--- src/etc_params.svh ---
// Constants of the elapsed time capture counter: widths, codes, ratios and reset values.
`ifndef ETC_PARAMS_SVH
`define ETC_PARAMS_SVH

// ****************************************************************
// Widths
// ****************************************************************
`define ETC_COUNT_WIDTH 40
`define ETC_BYTE_COUNT 5
`define ETC_PIN_COUNT 4
`define ETC_FUNC_WIDTH 6
`define ETC_DIV_WIDTH 5

// ****************************************************************
// Codes and ratios
// ****************************************************************
`define ETC_FUNC_CAPTURE_TRIGGER 6'h27
`define ETC_VCO_SEL_THIRD_PLL 1'h0
`define ETC_VCO_SEL_SECOND_PLL 1'h1
`define ETC_TRIG_SEL_CHIP_SELECT 1'h0
`define ETC_TRIG_SEL_PIN 1'h1
`define ETC_DIV_THIRD_PLL 5'h08
`define ETC_DIV_SECOND_PLL 5'h14

// ****************************************************************
// Reset values and synchroniser depth
// ****************************************************************
`define ETC_COUNT_RESET 40'h00_0000_0000
`define ETC_DIV_RESET 5'h00
`define ETC_SYNC_STAGES 2

`endif

--- src/etc_pkg.sv ---
// Types shared by the elapsed time capture counter.
`default_nettype none
`include "etc_params.svh"

package etc_pkg;

    // Capture lock: armed takes captures, held keeps the field for software.
    typedef enum logic [1:0]
    {
        ETC_ARMED = 2'b01,
        ETC_HELD = 2'b10
    } etc_lock_e;

    typedef logic [`ETC_COUNT_WIDTH-1:0] etc_count_t;
    typedef logic [`ETC_PIN_COUNT-1:0] etc_pins_t;
    typedef logic [`ETC_FUNC_WIDTH-1:0] etc_func_t;
    typedef logic [`ETC_DIV_WIDTH-1:0] etc_div_t;

    // State of the counter block, apart from the input synchroniser stages.
    typedef struct packed
    {
        etc_lock_e lock;
        etc_div_t div;
        etc_count_t count;
        etc_count_t captured;
        etc_pins_t pin_prev;
        logic cs_prev_n;
        logic cap_pulse;
    } etc_state_s;

endpackage : etc_pkg

`default_nettype wire

--- src/etc_sync.sv ---
// Two-stage level synchroniser for asynchronous pin inputs.
`timescale 1ns/1ps
`default_nettype none

module etc_sync #(
    parameter int WIDTH = 1,
    parameter logic [WIDTH-1:0] RESET_VAL = '0
) (
    // Clock and reset
    input wire logic clk,
    input wire logic rst_n,
    // Asynchronous levels in
    input wire logic [WIDTH-1:0] async_in,
    // Synchronised levels out
    output logic [WIDTH-1:0] sync_out
);

    // ****************************************************************
    // Synchroniser stages
    // ****************************************************************
    // The first stage feeds only the second; nothing else looks at it.
    logic [WIDTH-1:0] meta_q;
    logic [WIDTH-1:0] stable_q;

    always_ff @(posedge clk or negedge rst_n)
    begin
        if (!rst_n)
        begin
            meta_q <= RESET_VAL;
            stable_q <= RESET_VAL;
        end
        else
        begin
            meta_q <= async_in;
            stable_q <= meta_q;
        end
    end

    assign sync_out = stable_q;

endmodule : etc_sync

`default_nettype wire

--- src/etc_capture_counter.sv ---
// Elapsed time counter with pin or chip-select triggered capture.
`timescale 1ns/1ps
`default_nettype none
`include "etc_params.svh"

module etc_capture_counter (
    // Clock and reset
    input wire logic clk,
    input wire logic rst_n,

    // Configuration levels
    input wire logic count_enable_bit,
    input wire logic trigger_source_select,
    input wire logic counter_vco_select,

    // Trigger pins and their configuration
    input wire logic [`ETC_PIN_COUNT-1:0] trigger_pins,
    input wire logic [`ETC_PIN_COUNT-1:0][`ETC_FUNC_WIDTH-1:0] pin_function_select,
    input wire logic [`ETC_PIN_COUNT-1:0] pin_polarity_invert,

    // Serial port chip select pin, active low
    input wire logic serial_chip_select_n,

    // Read strobes from the serial register logic, one cycle each
    input wire logic lsb_read_strobe,
    input wire logic msb_read_strobe,

    // Captured field and status
    output logic [`ETC_COUNT_WIDTH-1:0] captured_count_field,
    output logic [`ETC_BYTE_COUNT-1:0][7:0] captured_count_bytes,
    output logic [`ETC_COUNT_WIDTH-1:0] elapsed_time_counter,
    output logic capture_held,
    output logic capture_pulse,
    output logic counter_tick
);

    import etc_pkg::*;

    // ****************************************************************
    // Input synchronisation
    // ****************************************************************
    // Pins and chip select are asynchronous to clk. Two stages cost up to
    // two clk cycles of latency, which is well under one counter period at
    // the slowest division, so capture uncertainty stays at one tick.
    localparam int SYNC_W = `ETC_PIN_COUNT + 1;
    localparam logic [SYNC_W-1:0] SYNC_RESET = {1'b1, {`ETC_PIN_COUNT{1'b0}}};

    logic [SYNC_W-1:0] sync_levels;
    etc_pins_t pins_s;
    logic cs_s_n;

    etc_sync #(
        .WIDTH(SYNC_W),
        .RESET_VAL(SYNC_RESET)
    ) u_sync (
        .clk(clk),
        .rst_n(rst_n),
        .async_in({serial_chip_select_n, trigger_pins}),
        .sync_out(sync_levels)
    );

    assign pins_s = sync_levels[`ETC_PIN_COUNT-1:0];
    assign cs_s_n = sync_levels[SYNC_W-1];

    // ****************************************************************
    // State registers
    // ****************************************************************
    localparam etc_state_s STATE_RESET = '{
        lock: ETC_ARMED,
        div: `ETC_DIV_RESET,
        count: `ETC_COUNT_RESET,
        captured: `ETC_COUNT_RESET,
        pin_prev: '0,
        cs_prev_n: 1'b1,
        cap_pulse: 1'b0
    };

    etc_state_s state_q;
    etc_state_s state_d;

    // ****************************************************************
    // Per-pin edge detection
    // ****************************************************************
    etc_pins_t pin_hit;

    genvar gi;
    generate
        for (gi = 0; gi < `ETC_PIN_COUNT; gi = gi + 1)
        begin : g_pin
            logic is_trigger;
            logic rise;
            logic fall;

            // Only pins given the capture trigger function take part.
            assign is_trigger = (pin_function_select[gi] == `ETC_FUNC_CAPTURE_TRIGGER);
            assign rise = pins_s[gi] & ~state_q.pin_prev[gi];
            assign fall = ~pins_s[gi] & state_q.pin_prev[gi];
            // Rising edge by default; invert turns it into the falling edge.
            assign pin_hit[gi] = is_trigger & (pin_polarity_invert[gi] ? fall : rise);
        end
    endgenerate

    // ****************************************************************
    // Counter clock divider
    // ****************************************************************
    etc_div_t div_ratio;
    logic tick;

    always_comb
    begin
        if (counter_vco_select == `ETC_VCO_SEL_SECOND_PLL)
        begin
            div_ratio = `ETC_DIV_SECOND_PLL;
        end
        else
        begin
            div_ratio = `ETC_DIV_THIRD_PLL;
        end
    end

    // One-cycle enable at the divided rate stands in for the counter clock.
    assign tick = count_enable_bit && (state_q.div == div_ratio - `ETC_DIV_WIDTH'(1));

    // ****************************************************************
    // Trigger selection
    // ****************************************************************
    logic cs_fall;
    logic pin_event;
    logic cs_event;
    logic take_capture;
    logic set_hold;

    assign cs_fall = state_q.cs_prev_n & ~cs_s_n;

    // Exactly one source is live; the other is ignored entirely.
    assign pin_event = (trigger_source_select == `ETC_TRIG_SEL_PIN) && (|pin_hit);
    assign cs_event = (trigger_source_select == `ETC_TRIG_SEL_CHIP_SELECT) && cs_fall;

    // Captures need the counter enabled and capture armed.
    assign take_capture = count_enable_bit && (state_q.lock == ETC_ARMED)
        && (pin_event || cs_event);

    // A pin capture locks at once; a chip-select capture only locks once
    // software has read the high byte of the field.
    assign set_hold = (take_capture && pin_event) || msb_read_strobe;

    // ****************************************************************
    // Next-state logic
    // ****************************************************************
    always_comb
    begin
        state_d = state_q;
        state_d.pin_prev = pins_s;
        state_d.cs_prev_n = cs_s_n;
        state_d.cap_pulse = 1'b0;

        // Counter and divider.
        if (!count_enable_bit)
        begin
            state_d.div = `ETC_DIV_RESET;
            state_d.count = `ETC_COUNT_RESET;
        end
        else if (tick)
        begin
            state_d.div = `ETC_DIV_RESET;
            // Natural 40-bit overflow gives the wrap to zero.
            state_d.count = state_q.count + `ETC_COUNT_WIDTH'(1);
        end
        else
        begin
            state_d.div = state_q.div + `ETC_DIV_WIDTH'(1);
        end

        // Capture of the running count.
        if (take_capture)
        begin
            state_d.captured = state_q.count;
            state_d.cap_pulse = 1'b1;
        end

        // Lock: a hold request in the same cycle as the low-byte read wins,
        // so a capture is never released before software has seen it. A
        // multibyte read that covers high then low byte ends armed.
        unique case (state_q.lock)
            ETC_ARMED:
            begin
                if (set_hold)
                begin
                    state_d.lock = ETC_HELD;
                end
            end
            ETC_HELD:
            begin
                if (lsb_read_strobe && !set_hold)
                begin
                    state_d.lock = ETC_ARMED;
                end
            end
            default:
            begin
                state_d.lock = ETC_ARMED;
            end
        endcase
    end

    always_ff @(posedge clk or negedge rst_n)
    begin
        if (!rst_n)
        begin
            state_q <= STATE_RESET;
        end
        else
        begin
            state_q <= state_d;
        end
    end

    // ****************************************************************
    // Outputs
    // ****************************************************************
    assign captured_count_field = state_q.captured;
    assign elapsed_time_counter = state_q.count;
    assign capture_held = (state_q.lock == ETC_HELD);
    assign capture_pulse = state_q.cap_pulse;
    assign counter_tick = tick;

    // Byte 0 is the high byte, byte 4 the low byte, in read order.
    generate
        for (gi = 0; gi < `ETC_BYTE_COUNT; gi = gi + 1)
        begin : g_byte
            assign captured_count_bytes[gi] =
                state_q.captured[`ETC_COUNT_WIDTH-1-8*gi -: 8];
        end
    endgenerate

endmodule : etc_capture_counter

`default_nettype wire

--- config.mk ---
export PLATFORM = sky130hd
export DESIGN_NAME = etc_capture_counter
export DESIGN_NICKNAME = d
export VERILOG_FILES = /design/src/etc_pkg.sv /design/src/etc_sync.sv /design/src/etc_capture_counter.sv
export VERILOG_INCLUDE_DIRS = /design/src
export SDC_FILE = /design/constraint.sdc
export NUM_CORES = 1
export LEC_CHECK = 0
export ABC_AREA = 0
export BUFFER_PORTS_ARGS = -buffer_cell sky130_fd_sc_hd__buf_2
export CORE_UTILIZATION = 50
export CTS_BUF_LIST = sky130_fd_sc_hd__clkbuf_4 sky130_fd_sc_hd__clkbuf_8
export DETAILED_ROUTE_END_ITERATION = 6
export MAX_ROUTING_LAYER = met4
export PLACE_DENSITY = 0.74
export SYNTH_ARGS = -nofsm -noshare
export SYNTH_HDL_FRONTEND = slang
export SYNTH_SLANG_ARGS = --single-unit
--- constraint.sdc ---
create_clock -name clk -period 3.1 [get_ports clk]
set_input_delay 0.155 -clock clk [delete_from_list [all_inputs] [get_ports clk]]
set_output_delay 0.155 -clock clk [all_outputs]
set_load 0.03 [all_outputs]
==> out/metrics.yaml <==
synthesis:
  syn_nets: 862
  synthDistinctLibCells: 54
  syn-cell-area_sq_um: 7134
  ys_seq_elements: 103
  synthFlopType: "dfrtp_1"
  syn_area_per_cell_sq_um: 8.700
  synth-seq-area-share: 0.3620
  yosysWarnings: 0
  synth_edf_count: 0
  synthCells: 820
  synthArstFlopShare: 1.000
cts:
  cts_buffers: 9
  clock_latency_ns: 0.39
  cts_buffer_depth: 2
  cts.repair.resized: 0
  cts_tree: "yes"
  postCtsSetupRepairBufs: 0
  cts-htree-levels: 3
  cts_hold_buffers: 6
  clkTransAtPathRegs_ns: 0.10
  cts_root_buf: "clkbuf_8"
  clock_sinks: 103
power_and_ir_drop:
  p_sw_frac: 0.3301
  p_seq_frac: 0.502
  finalPower_w: 0.002883
  peakVddDrop_uv: 172.3
  pwr-share-comb: 0.205
  power.static_leakage_nw: 3.047
  p_int_w: 0.001931
  clockPowerShare: 0.293
  net-switching-power_w: 0.0009516
  power_density_nw_per_um2: 389.2
route:
  vias: 6046
  ant_nets: 0
  firstDrtPassIters: 5
  via_per_inst: 5.998
  drc: 0
  drt_iter0_markers: 548
  wl_per_cell_um: 16.70
  wl_mm: 16.83
grt:
  grt_use_total: 0.2417
  grt.overflow.total: 0
  grt_pass1_vias: 5513
  antenna_found_initial: 0
  grt_max_degree: 83
  gr-usage-met3: 0.05592
  busiest_layer: "met2"
  use_met1: 0.3149
  grt_pass1_wl_mm: 27.63
  gr-usage-met2: 0.3775
sta:
  setup_tns_ns: 0
  setup-violations-final: 0
  fmax_ghz: 0.3849
  period_share: 0.8380
  hold_viol: 0
  fin_worst_skew_ns: 0.01246
  worst_slew_pin_slew_ns: 1.020
  grt_setup_unrepaired: "false"
  period_needed_ns: 2.598
  relSlewSlack: 0.3203
  report.final.slew_viol_count: 0
critical_path:
  path_depth: 5
  max_stage_delay_ns: 0.60
  reg2reg_depth: 5
  cp-end-kind: "flip-flop"
  path_buf_inv: 0
  cp_max_fo: 36
  crit_family: "simple AND/OR/NAND/NOR gates"
  worstSetupPathType: "reg2reg"
  cp_data_required_time_ns: 3.41
  crit_path_cell_trace: "ha_1 > nor2b_1 > o2111ai_4 > nor4_1 > mux2i_1"
  worst_ep_arrival_time_ns: 2.91
  slowest_stage: "o2111ai_4"
  cp-start-kind: "flip-flop"
cells_and_area:
  drive_gt1_frac: 0.2633
  final_cell_mix: "buf_2, dfrtp_1, nand2_1"
  nNetsFinal: 865
  layout_commonest_cell: "buf_2"
  syn_to_final_growth_pct: 3.823
  num_antenna_cells: 0
place:
  gp_congestion: 0.8541
  port_buffers: 162
  dp_hpwl_mm: 10.91
outcome:
  status: "complete, no violations"
die:
  dieArea_sq_um: 14750
  die_x_um: 121.5
  io_pins: 163
  fp.dieH_um: 121.5
  fp-row-count: 43
  core_area_sq_um: 13880
  start_util: 0.5140
flow_run:
  cap_viol_max_count: 0
min_path:
  hold_class: "in2reg"
  hold_path_depth: 4
-- tightest hold or removal path, delay by kind of cell --
kind            cells  cell delay, ns
simple gates        1            0.06
buf+inv             1            0.09
compound gates      2            0.16
-- sequential cells by signal (all words and copies together), names as in the netlist --
signal	flops
u_sync.sync_out	5
captured_count_field	40
capture_pulse	1
elapsed_time_counter	40
u_sync.meta_q	5
state_q	12
-- metal layers --
layer	share of wire	wire, um
met5	0	0
met3	0.058	969
met1	0.45	7594
met4	0.0093	157
met2	0.48	8109
-- logic make-up (layout without fill, tap and decap cells) --
group	Yosys count	in the layout	share of synthesized area
buffers and inverters	243	251	0.1973
XOR/XNOR	7	7	0.008594
adder cells (fa/ha/maj)	2	2	0.003507
AO/OA/AOI/OAI	216	216	0.2227
AND/OR/NAND/NOR	232	232	0.1820
flip-flops	103	103	0.3620
multiplexers	17	17	0.02385
-- through the flow --
| step | hold WS, ns | setup slack [ns] | cell area (sq um) | util | std cells |
|---|---|---|---|---|---|
| 2_1_floorplan | -0.1406 | 1.212 | 7134 | - | 820 |
| 3_3_place_gp | 0.1862 | 0.6843 | 7153 | 0.5153 | 986 |
| 3_5_place_dp | 0.1925 | 0.5136 | 7153 | 0.5153 | 986 |
| 4_1_cts | 0.06696 | 0.4960 | 7407 | 0.5336 | 1008 |
| 5_1_grt | 0.08947 | 0.3188 | 7407 | 0.5336 | 1008 |
| 6_report | 0.07625 | 0.5022 | 7407 | 0.5336 | 1008 |
-- cells in the mapped netlist, types with 7 or more instances --
master,n,area (sq um)
a21oi_1,53,265.3
nor4_2,7,87.58
nand3b_1,8,60.06
o21ai_0,8,40.04
o41ai_1,46,402.9
a211oi_1,40,300.3
nand3_1,11,55.05
nand4_1,12,75.07
mux2i_1,17,170.2
buf_4,122,915.9
nand2_1,90,337.8
nor4_1,49,306.5
dfrtp_1,99,2477
o211ai_1,43,322.8
inv_1,46,172.7
nor2_1,11,41.29
clkbuf_1,61,229.0
-- final timing paths --
path,end,slack (ns),from
max reg2reg,elapsed_time_counter[26]$_DFFE_PN0P_,0.50,state_q[86]$_DFF_PN0_
max,elapsed_time_counter[26]$_DFFE_PN0P_,0.50,state_q[86]$_DFF_PN0_
min reg2reg,u_sync.sync_out[2]$_DFF_PN0_,0.36,u_sync.meta_q[2]$_DFF_PN0_
min in group asynchronous,state_q[3]$_DFF_PN0_,0.29,rst_n
max in group asynchronous,state_q[1]$_DFF_PN1_,1.99,rst_n
min,state_q[91]$_DFFE_PN1P_,0.08,msb_read_strobe
-- power by group through the flow --
| stage | clock [W] | combinational [W] | sequential [W] |
|---|---|---|---|
| 3_3_place_gp | 0 | 0.000573 | 0.00147 |
| 6_report | 0.000845 | 0.000590 | 0.00145 |
| 2_1_floorplan | 0 | 0.000470 | 0.00147 |
| 5_1_grt | 0.000919 | 0.000644 | 0.00146 |
| 3_5_place_dp | 0 | 0.000582 | 0.00148 |
| 4_1_cts | 0.000866 | 0.000588 | 0.00145 |
-- final cells by class --
| class | count | area, sq um |
|---|---|---|
| well taps | 180 | 225.2 |
| inverters | 48 | 180.2 |
| flip-flops and latches | 103 | 2582 |
| fillers | 1345 | 6474 |
| multi-input cells | 474 | 3197 |
| clock buffers | 13 | 178.9 |
| repair buffers | 187 | 1028 |
| clock inverters | 3 | 15.01 |
Power figures use the tool's default switching activity.
